## src/mact_map.svh

```systemverilog
// Notes on behaviour
// - each instruction totals reads, prefetches and writes, reported as r/p/w counts
// - table counts assume two-clock bus cycles, four-clock for word multi-register moves; slower cycles lengthen execution
// - byte or word operand is one bus cycle, long operand is two
// - long operand adds one two-clock bus cycle to total, tail unchanged; lookup adds two such cycles
// - alternate-space move runs save, then address step, then operation step
// - word multi-register alternate_space_move tolerate four-clock bus cycles at no extra cost
// - control-register move reaches only user stack, vector base, source and destination codes
// - word multi-register load: 8+4n clocks, n+1 reads, 2 prefetches, no writes
// - word multi-register store: 8+4n clocks, no reads, 2 prefetches, n writes
// - long multi-register load: 12+4n clocks, 2n+2 reads, 2 prefetches
// - long multi-register store: 10+4n clocks, 2 prefetches, 2n writes, tail nine
// - maximum entries may finish early but never exceed the listed bound
// - signed and unsigned multiply and lookup take identical time; signed divide totals 62, unsigned 46
// - bounds compare, multiply, divide, lookup: save, address, operation summed in order
// - long multiply and divide skip save when source is a data register
// - every accepted instruction adds an immediate fetch-address term (imm_clocks) to the total
// - slow bus clocks leave the head alone and extend the tail, not the reported total
`ifndef MACT_MAP_SVH
`define MACT_MAP_SVH
`define MACT_MULTI_REGISTER_MOVE_W_BASE   8'h08
`define MACT_MULTI_REGISTER_MOVE_L_LD     8'h0C
`define MACT_MULTI_REGISTER_MOVE_L_ST     8'h0A
`define MACT_PER_REG        8'h04
`define MACT_MULTI_REGISTER_MOVE_HEAD     8'h01
`define MACT_SAVE_HEAD      8'h01
`define MACT_SAVE_TAIL      8'h01
`define MACT_SAVE_TOTAL     8'h03
`define MACT_LONG_EXTRA     8'h02
`define MACT_CONTROL_REGISTER_MOVE_RD_HEAD  8'h0A
`define MACT_CONTROL_REGISTER_MOVE_RD_TOT   8'h0E
`define MACT_CONTROL_REGISTER_MOVE_WR_HEAD  8'h0C
`define MACT_CONTROL_REGISTER_MOVE_WR_TOT   8'h10
`define MACT_MOVS_LD_HEAD   8'h07
`define MACT_MOVS_LD_TOT    8'h0B
`define MACT_MOVS_ST_HEAD   8'h09
`define MACT_MOVS_ST_TAIL   8'h02
`define MACT_MOVS_ST_TOT    8'h0C
`define MACT_OP_HEAD        8'h02
`define MACT_BOUNDS_COMPARE_TOT       8'h12
`define MACT_MULL_TOT       8'h34
`define MACT_DIVUL_TOT      8'h2E
`define MACT_DIVSL_TOT      8'h3E
`define MACT_TBL_HEAD       8'h06
`define MACT_TBL_TOT        8'h23
`define MACT_BUS_STD        8'h02
`define MACT_BUS_MULTI_REGISTER_MOVE_W    8'h04
`define MACT_CR_USP         4'h0
`define MACT_CR_VBR         4'h1
`define MACT_CR_SFC         4'h2
`define MACT_CR_DFC         4'h3
`endif

```

## src/mact_pkg.sv

```systemverilog
package mact_pkg;
  typedef enum logic [3:0] {
    MACT_OP_MULTI_REGISTER_MOVE_W_LD, MACT_OP_MULTI_REGISTER_MOVE_W_ST, MACT_OP_MULTI_REGISTER_MOVE_L_LD, MACT_OP_MULTI_REGISTER_MOVE_L_ST,
    MACT_OP_CONTROL_REGISTER_MOVE_RD, MACT_OP_CONTROL_REGISTER_MOVE_WR, MACT_OP_MOVS_LD, MACT_OP_MOVS_ST,
    MACT_OP_BOUNDS_COMPARE, MACT_OP_MULL, MACT_OP_DIVUL, MACT_OP_DIVSL, MACT_OP_TBL
  } mact_op_t;
  typedef struct packed {
    mact_op_t    op;
    logic        is_long;
    logic        src_dreg;
    logic        signed_op;
    logic [4:0]  reg_count;
    logic [3:0]  ctl_reg;
    logic [7:0]  ea_clocks;
    logic [7:0]  imm_clocks;
  } mact_cmd_t;
  typedef struct packed {
    logic [7:0]  total;
    logic [7:0]  reads;
    logic [7:0]  prefetches;
    logic [7:0]  writes;
    logic        illegal;
  } mact_rep_t;
  typedef enum logic [2:0] {MACT_IDLE, MACT_SAVE, MACT_EA, MACT_HEAD, MACT_BUS, MACT_TAIL, MACT_DONE} mact_st_t;
  typedef struct packed {
    mact_st_t    st;
    mact_cmd_t   cmd;
    logic [7:0]  cnt;
    logic [7:0]  clocks;
    logic [7:0]  head;
    logic [7:0]  tail;
    logic [7:0]  bus_left;
    logic [7:0]  bus_slack;
    logic [7:0]  bus_len;
    logic        bus_req;
    logic        done;
    logic        busy;
    mact_rep_t   rep;
  } mact_state_t;
endpackage

```

## src/mact_seq.sv

```systemverilog
`timescale 1ns/100ps
`include "mact_map.svh"
module mact_seq (
  // clock and reset
  input  wire logic              clk,
  input  wire logic              rst_n,
  // command from decoder
  input  wire logic              start,
  input  mact_pkg::mact_cmd_t    cmd,
  // bus interface
  input  wire logic              bus_ack,
  output logic                   bus_req,
  // results
  output logic                   busy,
  output logic                   done,
  output mact_pkg::mact_rep_t    report,
  output logic [7:0]             clocks
);
  mact_pkg::mact_state_t s_reg, s_next;

  // ==========================================
  // timing lookup
  function automatic logic [7:0] f_bus_cnt(input mact_pkg::mact_cmd_t c);
    logic [7:0] n;
    n = {3'b000, c.reg_count};
    f_bus_cnt = 8'h00;
    case (c.op)
      mact_pkg::MACT_OP_MULTI_REGISTER_MOVE_W_LD: f_bus_cnt = n + 8'h01;
      mact_pkg::MACT_OP_MULTI_REGISTER_MOVE_W_ST: f_bus_cnt = n;
      mact_pkg::MACT_OP_MULTI_REGISTER_MOVE_L_LD: f_bus_cnt = 8'(n << 1) + 8'h02;
      mact_pkg::MACT_OP_MULTI_REGISTER_MOVE_L_ST: f_bus_cnt = 8'(n << 1);
      mact_pkg::MACT_OP_MOVS_LD, mact_pkg::MACT_OP_MOVS_ST, mact_pkg::MACT_OP_BOUNDS_COMPARE:
        f_bus_cnt = c.is_long ? 8'h02 : 8'h01;
      mact_pkg::MACT_OP_TBL: f_bus_cnt = c.is_long ? 8'h04 : 8'h02;
      default: f_bus_cnt = 8'h00;
    endcase
  endfunction

  function automatic logic f_has_save(input mact_pkg::mact_cmd_t c);
    case (c.op)
      mact_pkg::MACT_OP_MOVS_LD, mact_pkg::MACT_OP_MOVS_ST: f_has_save = 1'b1;
      mact_pkg::MACT_OP_BOUNDS_COMPARE, mact_pkg::MACT_OP_TBL: f_has_save = 1'b1;
      mact_pkg::MACT_OP_MULL, mact_pkg::MACT_OP_DIVUL, mact_pkg::MACT_OP_DIVSL:
        f_has_save = !c.src_dreg;
      default: f_has_save = 1'b0;
    endcase
  endfunction

  // operation total (bound), head, prefetch count
  function automatic logic [23:0] f_operation_time(input mact_pkg::mact_cmd_t c);
    logic [7:0] n4;
    logic [7:0] lx;
    n4 = 8'({3'b000, c.reg_count} << 2);
    lx = c.is_long ? `MACT_LONG_EXTRA : 8'h00;
    f_operation_time = 24'h00_0000;
    case (c.op)
      mact_pkg::MACT_OP_MULTI_REGISTER_MOVE_W_LD, mact_pkg::MACT_OP_MULTI_REGISTER_MOVE_W_ST:
        f_operation_time = {`MACT_MULTI_REGISTER_MOVE_W_BASE + n4, `MACT_MULTI_REGISTER_MOVE_HEAD, 8'h02};
      mact_pkg::MACT_OP_MULTI_REGISTER_MOVE_L_LD: f_operation_time = {`MACT_MULTI_REGISTER_MOVE_L_LD + n4, `MACT_MULTI_REGISTER_MOVE_HEAD, 8'h02};
      mact_pkg::MACT_OP_MULTI_REGISTER_MOVE_L_ST: f_operation_time = {`MACT_MULTI_REGISTER_MOVE_L_ST + n4, `MACT_MULTI_REGISTER_MOVE_HEAD, 8'h02};
      mact_pkg::MACT_OP_CONTROL_REGISTER_MOVE_RD: f_operation_time = {`MACT_CONTROL_REGISTER_MOVE_RD_TOT, `MACT_CONTROL_REGISTER_MOVE_RD_HEAD, 8'h02};
      mact_pkg::MACT_OP_CONTROL_REGISTER_MOVE_WR: f_operation_time = {`MACT_CONTROL_REGISTER_MOVE_WR_TOT, `MACT_CONTROL_REGISTER_MOVE_WR_HEAD, 8'h01};
      mact_pkg::MACT_OP_MOVS_LD: f_operation_time = {`MACT_MOVS_LD_TOT + lx, `MACT_MOVS_LD_HEAD, 8'h01};
      mact_pkg::MACT_OP_MOVS_ST: f_operation_time = {`MACT_MOVS_ST_TOT + lx, `MACT_MOVS_ST_HEAD, 8'h01};
      mact_pkg::MACT_OP_BOUNDS_COMPARE: f_operation_time = {`MACT_BOUNDS_COMPARE_TOT + lx, `MACT_OP_HEAD, 8'h01};
      mact_pkg::MACT_OP_MULL: f_operation_time = {`MACT_MULL_TOT, `MACT_OP_HEAD, 8'h01};
      mact_pkg::MACT_OP_DIVUL: f_operation_time = {`MACT_DIVUL_TOT, `MACT_OP_HEAD, 8'h01};
      mact_pkg::MACT_OP_DIVSL: f_operation_time = {`MACT_DIVSL_TOT, `MACT_OP_HEAD, 8'h01};
      mact_pkg::MACT_OP_TBL: f_operation_time = {`MACT_TBL_TOT + lx + lx, `MACT_TBL_HEAD, 8'h01};
      default: f_operation_time = 24'h00_0000;
    endcase
  endfunction

  // ==========================================
  // next state
  always_comb begin
    logic [23:0] o;
    logic [7:0]  nbus;
    logic [7:0]  blen;
    logic [7:0]  body;
    logic        is_wr;
    logic        wmovem;
    o      = f_operation_time(s_reg.cmd);
    nbus   = f_bus_cnt(s_reg.cmd);
    s_next = s_reg;
    s_next.done    = 1'b0;
    s_next.bus_req = 1'b0;
    s_next.clocks  = s_reg.busy ? s_reg.clocks + 8'h01 : s_reg.clocks;
    is_wr  = (s_reg.cmd.op == mact_pkg::MACT_OP_MULTI_REGISTER_MOVE_W_ST) || (s_reg.cmd.op == mact_pkg::MACT_OP_MULTI_REGISTER_MOVE_L_ST)
             || (s_reg.cmd.op == mact_pkg::MACT_OP_MOVS_ST);
    wmovem = (s_reg.cmd.op == mact_pkg::MACT_OP_MULTI_REGISTER_MOVE_W_LD) || (s_reg.cmd.op == mact_pkg::MACT_OP_MULTI_REGISTER_MOVE_W_ST);
    blen   = wmovem ? `MACT_BUS_MULTI_REGISTER_MOVE_W : `MACT_BUS_STD;
    body   = 8'(nbus * blen);
    case (s_reg.st)
      mact_pkg::MACT_IDLE: begin
        if (start) begin
          s_next.cmd    = cmd;
          s_next.busy   = 1'b1;
          s_next.clocks = 8'h00;
          s_next.rep    = '0;
          if ((cmd.op == mact_pkg::MACT_OP_CONTROL_REGISTER_MOVE_RD || cmd.op == mact_pkg::MACT_OP_CONTROL_REGISTER_MOVE_WR)
              && cmd.ctl_reg > `MACT_CR_DFC) begin
            s_next.rep.illegal = 1'b1;
            s_next.st          = mact_pkg::MACT_DONE;
          end else begin
            s_next.cnt = cmd.imm_clocks;
            s_next.st  = mact_pkg::MACT_SAVE;
          end
        end
      end
      mact_pkg::MACT_SAVE: begin
        if (s_reg.cnt != 8'h00) begin
          s_next.cnt = s_reg.cnt - 8'h01;
        end else begin
          s_next.rep.total      = s_reg.cmd.imm_clocks + (f_has_save(s_reg.cmd) ? `MACT_SAVE_TOTAL : 8'h00);
          s_next.rep.prefetches = f_has_save(s_reg.cmd) ? 8'h01 : 8'h00;
          s_next.cnt = f_has_save(s_reg.cmd) ? `MACT_SAVE_TOTAL : 8'h00;
          s_next.st  = mact_pkg::MACT_EA;
        end
      end
      mact_pkg::MACT_EA: begin
        if (s_reg.cnt != 8'h00) begin
          s_next.cnt = s_reg.cnt - 8'h01;
        end else if (s_reg.cmd.ea_clocks != 8'h00) begin
          s_next.cnt           = s_reg.cmd.ea_clocks - 8'h01;
          s_next.rep.total     = s_reg.rep.total + s_reg.cmd.ea_clocks;
          s_next.cmd.ea_clocks = 8'h00;
        end else begin
          s_next.head      = o[15:8];
          s_next.tail      = o[23:16] - o[15:8] - body;
          s_next.bus_left  = nbus;
          s_next.bus_slack = 8'h00;
          s_next.bus_len   = 8'h00;
          s_next.rep.total = s_reg.rep.total + o[23:16];
          s_next.rep.prefetches = s_reg.rep.prefetches + o[7:0];
          s_next.rep.reads      = is_wr ? 8'h00 : nbus;
          s_next.rep.writes     = is_wr ? nbus : 8'h00;
          s_next.st  = mact_pkg::MACT_HEAD;
        end
      end
      mact_pkg::MACT_HEAD: begin
        if (s_reg.head > 8'h01) begin
          s_next.head = s_reg.head - 8'h01;
        end else if (s_reg.bus_left != 8'h00) begin
          s_next.bus_req = 1'b1;
          s_next.st      = mact_pkg::MACT_BUS;
        end else begin
          s_next.st = mact_pkg::MACT_TAIL;
        end
      end
      mact_pkg::MACT_BUS: begin
        // wait for ack; slow cycles stretch
        s_next.bus_len = s_reg.bus_len + 8'h01;
        if (bus_ack) begin
          if (s_reg.bus_len + 8'h01 > blen)
            s_next.tail = s_reg.tail + s_reg.bus_len + 8'h01 - blen;
          s_next.bus_len  = 8'h00;
          s_next.bus_left = s_reg.bus_left - 8'h01;
          if (s_reg.bus_left == 8'h01) begin
            s_next.st = mact_pkg::MACT_TAIL;
          end else begin
            s_next.bus_req = 1'b1;
          end
        end else begin
          s_next.bus_req = 1'b1;
        end
      end
      mact_pkg::MACT_TAIL: begin
        if (s_reg.tail > 8'h01) begin
          s_next.tail = s_reg.tail - 8'h01;
        end else begin
          s_next.st = mact_pkg::MACT_DONE;
        end
      end
      default: begin
        s_next.done = 1'b1;
        s_next.busy = 1'b0;
        s_next.st   = mact_pkg::MACT_IDLE;
      end
    endcase
  end

  always_ff @(posedge clk or negedge rst_n) begin
    if (!rst_n) begin
      s_reg <= '0;
    end else begin
      s_reg <= s_next;
    end
  end

  assign bus_req = s_reg.bus_req;
  assign busy    = s_reg.busy;
  assign done    = s_reg.done;
  assign report  = s_reg.rep;
  assign clocks  = s_reg.clocks;
endmodule // mact_seq

```

## config.mk

```make
export PLATFORM = sky130hd
export DESIGN_NAME = mact_seq
export DESIGN_NICKNAME = d
export VERILOG_FILES = /design/src/mact_pkg.sv /design/src/mact_seq.sv
export VERILOG_INCLUDE_DIRS = /design/src
export SDC_FILE = /design/constraint.sdc
export NUM_CORES = 1
export LEC_CHECK = 0
export BUFFER_PORTS_ARGS = -buffer_cell sky130_fd_sc_hd__buf_2
export CORE_ASPECT_RATIO = 1.75
export CORE_MARGIN = 2
export CORE_UTILIZATION = 28
export CTS_CLUSTER_DIAMETER = 100
export DETAILED_ROUTE_END_ITERATION = 6
export PLACE_DENSITY = 0.57
export SYNTH_ARGS = -nofsm -noshare
export SYNTH_HDL_FRONTEND = slang
export SYNTH_SLANG_ARGS = --single-unit
```

## constraint.sdc

```tcl
create_clock -name clk -period 3.6 [get_ports clk]
set_clock_uncertainty 0.05 [all_clocks]
set_input_delay 0.18 -clock clk [delete_from_list [all_inputs] [get_ports clk]]
set_output_delay 0.18 -clock clk [all_outputs]
set_load 0.03 [all_outputs]
```

==> flow_results.org <==
** STA
- Worst hold slack :: 6.28 ps
- The number of hold violations in the final report came to 0.
- Setup repair after global routing could not meet its margin everywhere.
- Pin slew with the least headroom to its limit :: 1040 ps
- Setup violations remaining at the end of the flow were counted as 3.
- Final clock period utilization by the worst path :: 103%
- Highest attainable clock frequency :: 0.270 GHz
- The worst path in the final design needs a cycle of 3700 ps, including I/O delays and setup.
- The final-report max-slew violation count is 0.
- Measured against its own limit, the worst slew margin works out to 31.0%.
- After layout, the worst setup slack is -104 ps.

** Clocking
- For this design, the sink count on the clock tree is 112.
- Number of clock buffers inserted by TritonCTS :: 9
- The clock passes through at most 2 buffers.
- The later pin in the worst-skew pair is clocked with a latency of 370 ps.
- TritonCTS built the clock tree.
- The H-tree was split into 3 levels.
- Clock-pin slew was measured on the worst setup and hold paths at 80 ps.
- Clk root buf :: sky130_fd_sc_hd__clkbuf_16

** Placed design
- GP Congestion :: 0.883
- After detailed placement, the total cell area comes to 0.00941 sq mm.
- The count of buffers added on input and output ports is 74.
- Detailed-placement wirelength estimate :: 19200 microns
- Inst Count DP :: 1455

** Die
- Initial core utilization :: 28.5%
- I/O pins :: 80
- Die width :: 135 microns
- Die Footprint :: 0.0314 sq mm
- The core region is 0.0294 sq mm.
- The initialized floorplan defines 83 standard-cell rows.
- Overall die height :: 233 microns

** Setup path
- FF-to-FF End :: s_reg[67]
- Data required time of the worst path :: 3770 ps
- The worst register-to-register path begins at s_reg[113].
- Critical path launch point type :: flop
- Cell count of the worst reg-to-reg path :: 16
- In this run the worst path has a maximum fanout of 3.
- Arrival time at the worst endpoint :: 3870 ps
- Type of the worst setup path :: reg2reg
- STA classifies the critical path endpoint as a flop.
- Setup slack on the worst reg-to-reg path comes out at -100 ps.

** Cells and area
- The finished cells cover 0.0101 sq mm.
- Fraction of final layout cells sized beyond drive strength 1 :: 21.1%
- Antenna Cells :: 0
- Synthesis-to-finish area growth :: 20.7%
- The register with the most flip-flops in the layout has 70 of them.
- Final Instance Count excl. Fillers :: 1498
- The final layout contains 1214 nets.

** GRT
- First-pass GRT wire length :: 38800 microns
- Total congestion overflow after global routing :: 0
- Antenna violations before repair :: 0
- Tot GR Track Use :: 15.8%
- The via count of the first global-routing pass was 7441.
- Entering global routing, the biggest net connects 66 pins.

** Logic synthesis
- During synthesis, Yosys emitted a total of 0 warnings.
- Fraction of synthesized cell area taken by the top area cell type :: 33.4%
- In this run, synthesis produced a sequential element count of 112.
- Most area-hungry cell type in the Yosys netlist :: sky130_fd_sc_hd__dfrtp_1
- In this run the cell area of the synthesized design comes to 0.00839 sq mm.
- Synth top area cells :: sky130_fd_sc_hd__dfrtp_1 33%, sky130_fd_sc_hd__ha_1 8.1%, sky130_fd_sc_hd__nand2_1 5.6%
- Of all flip-flops after synthesis, the portion carrying an async set or reset was 100%.
- Number of distinct library cells after synthesis :: 77
- Portion of the post-synthesis area used by sequential elements :: 33.4%
- Among all cell types in the netlist, the one instantiated most often is sky130_fd_sc_hd__nand2_1.
- Most used flip-flop cell after synthesis :: sky130_fd_sc_hd__dfrtp_1
- Yosys mapped a number of flops with a built-in enable equal to 0.
- Synthesis produced a netlist whose cell count is 995.
- Per-instance average area after synthesis :: 8.43 sq um
- By count the netlist is led by 126 x sky130_fd_sc_hd__nand2_1, 112 x sky130_fd_sc_hd__dfrtp_1, 99 x sky130_fd_sc_hd__nor2_1.

** Route
- Post-detailed-route wirelength per cell :: 16.2 microns
- Via total after detailed routing :: 7357
- Dividing the detail-routed via count by the number of cells gives 4.91.
- For this block, the routed nets add up to 24300 microns of wire.
- In the routed design, unresolved DRC markers number 0.
- Number of violations reported at the end of detailed-routing iteration 0 :: 339
- The count of nets left with antenna violations once routing finished came out at 0.
- For this run, the detailed router's first-pass iteration total came to 5.

** Flow run
- Number of maximum-capacitance constraint violations :: 0

** Worst hold path
- Depth of the worst hold-timing path :: 3
- The worst hold path begins at cmd[2].
- The worst hold path belongs to the class in2reg.
- For hold timing, the worst endpoint is s_reg[94].

** Status
- Run status :: finished with violations
- The checks that failed: setup timing.
## layer usage
metal	vias up	GRT usage [%]	share of wire, %
li1	3625	-	-
met1	3540	16.4	37
met2	134	30.1	55
met3	58	1.76	2.2
met4	0	9.41	5.5
met5	-	0	0
## worst max-delay path, cell delays in order, from the launching register on
cell and delay [ps]:
sky130_fd_sc_hd__dfrtp_1 400, sky130_fd_sc_hd__inv_2 90, sky130_fd_sc_hd__ha_4 200, sky130_fd_sc_hd__mux2_4 300, sky130_fd_sc_hd__a32oi_4 200, sky130_fd_sc_hd__fa_1 450
sky130_fd_sc_hd__inv_1 80, sky130_fd_sc_hd__ha_2 170, sky130_fd_sc_hd__inv_2 40, sky130_fd_sc_hd__fa_1 520, sky130_fd_sc_hd__ha_4 320, sky130_fd_sc_hd__inv_4 40
sky130_fd_sc_hd__nor3_4 160, sky130_fd_sc_hd__a21oi_2 70, sky130_fd_sc_hd__xnor2_1 120, sky130_fd_sc_hd__a211oi_1 250, sky130_fd_sc_hd__o21ai_1 80
## per-stage QoR
stage	TNS (ps)	setup slack [ps]	utilization, %
6_report	-285	-104	34.4
2_1_floorplan	0	9.17	-
3_5_place_dp	-435	-176	32.0
3_3_place_gp	-241	-140	32.0
4_1_cts	-413	-150	34.1
5_1_grt	-1010	-269	34.4
## final cells by class
cell class | instances | area [sq um]
fill | 3097 | 19300
multi-input combinational | 735 | 5020
sequential | 112 | 2810
timing repair buffer | 182 | 1250
tap | 382 | 478
inverter | 71 | 273
clock buffer | 12 | 236
clock inverter | 4 | 52.6
## kinds of logic (layout without fill, tap and decap cells)
kind of cell    count (synthesis)  in the layout  share of synthesized area (%)
compound gates                238            238                           18.9
xor+xnor                       70             70                           7.31
fa+ha+maj                      67             67                           11.2
buf+inv                       151            269                           9.01
flops                         112            112                           33.4
mux                             7              7                          0.880
other cells                     1              4                         0.0447
simple gates                  349            349                           19.3
## placed cells by master, fill, tap and decap left out, types with 6 or more instances in the layout
cell type / n
sky130_fd_sc_hd__fa_1: 12
sky130_fd_sc_hd__o21ai_1: 7
sky130_fd_sc_hd__nor3_1: 20
sky130_fd_sc_hd__o22ai_1: 11
sky130_fd_sc_hd__a31oi_1: 13
sky130_fd_sc_hd__xnor2_1: 41
sky130_fd_sc_hd__buf_4: 85
sky130_fd_sc_hd__a21o_1: 11
sky130_fd_sc_hd__nor2b_1: 12
sky130_fd_sc_hd__a21oi_1: 45
sky130_fd_sc_hd__nand3_1: 27
sky130_fd_sc_hd__a21oi_2: 6
sky130_fd_sc_hd__a22o_1: 18
sky130_fd_sc_hd__dfrtp_1: 107
sky130_fd_sc_hd__o211ai_1: 6
sky130_fd_sc_hd__nand2_1: 126
sky130_fd_sc_hd__clkbuf_16: 9
sky130_fd_sc_hd__a22oi_1: 6
sky130_fd_sc_hd__nand4_1: 7
sky130_fd_sc_hd__a211oi_1: 8
sky130_fd_sc_hd__nand2b_1: 7
sky130_fd_sc_hd__and2_1: 6
sky130_fd_sc_hd__inv_1: 65
sky130_fd_sc_hd__nor2_1: 97
sky130_fd_sc_hd__o21ai_0: 61
sky130_fd_sc_hd__dlygate4sd3_1: 22
sky130_fd_sc_hd__buf_2: 73
sky130_fd_sc_hd__nor3b_1: 7
sky130_fd_sc_hd__ha_1: 51
sky130_fd_sc_hd__xor2_1: 27
## worst max-delay path by stage
stage	from	end	slack [ps]	depth (start not counted)
after floorplan	s_reg[112]	s_reg[66]	9	16
after detailed placement	s_reg[112]	s_reg[67]	-180	16
after CTS	s_reg[113]	s_reg[66]	-150	16
final	s_reg[113]	s_reg[67]	-100	16
after global placement	s_reg[112]	s_reg[67]	-140	16
after global routing	s_reg[121]	s_reg[65]	-270	14
## timing repair
item	CTS	global route
endpoints found under the setup margin	4	8
gates resized for setup	19	25
hold buffers	22	0
pin swaps	20	11
hold endpoints to repair	85	0
setup buffers	5	0
Power is left out: the tool's default activity adds up to more than one toggle a clock period on the data nets, which glitch-free logic cannot reach.
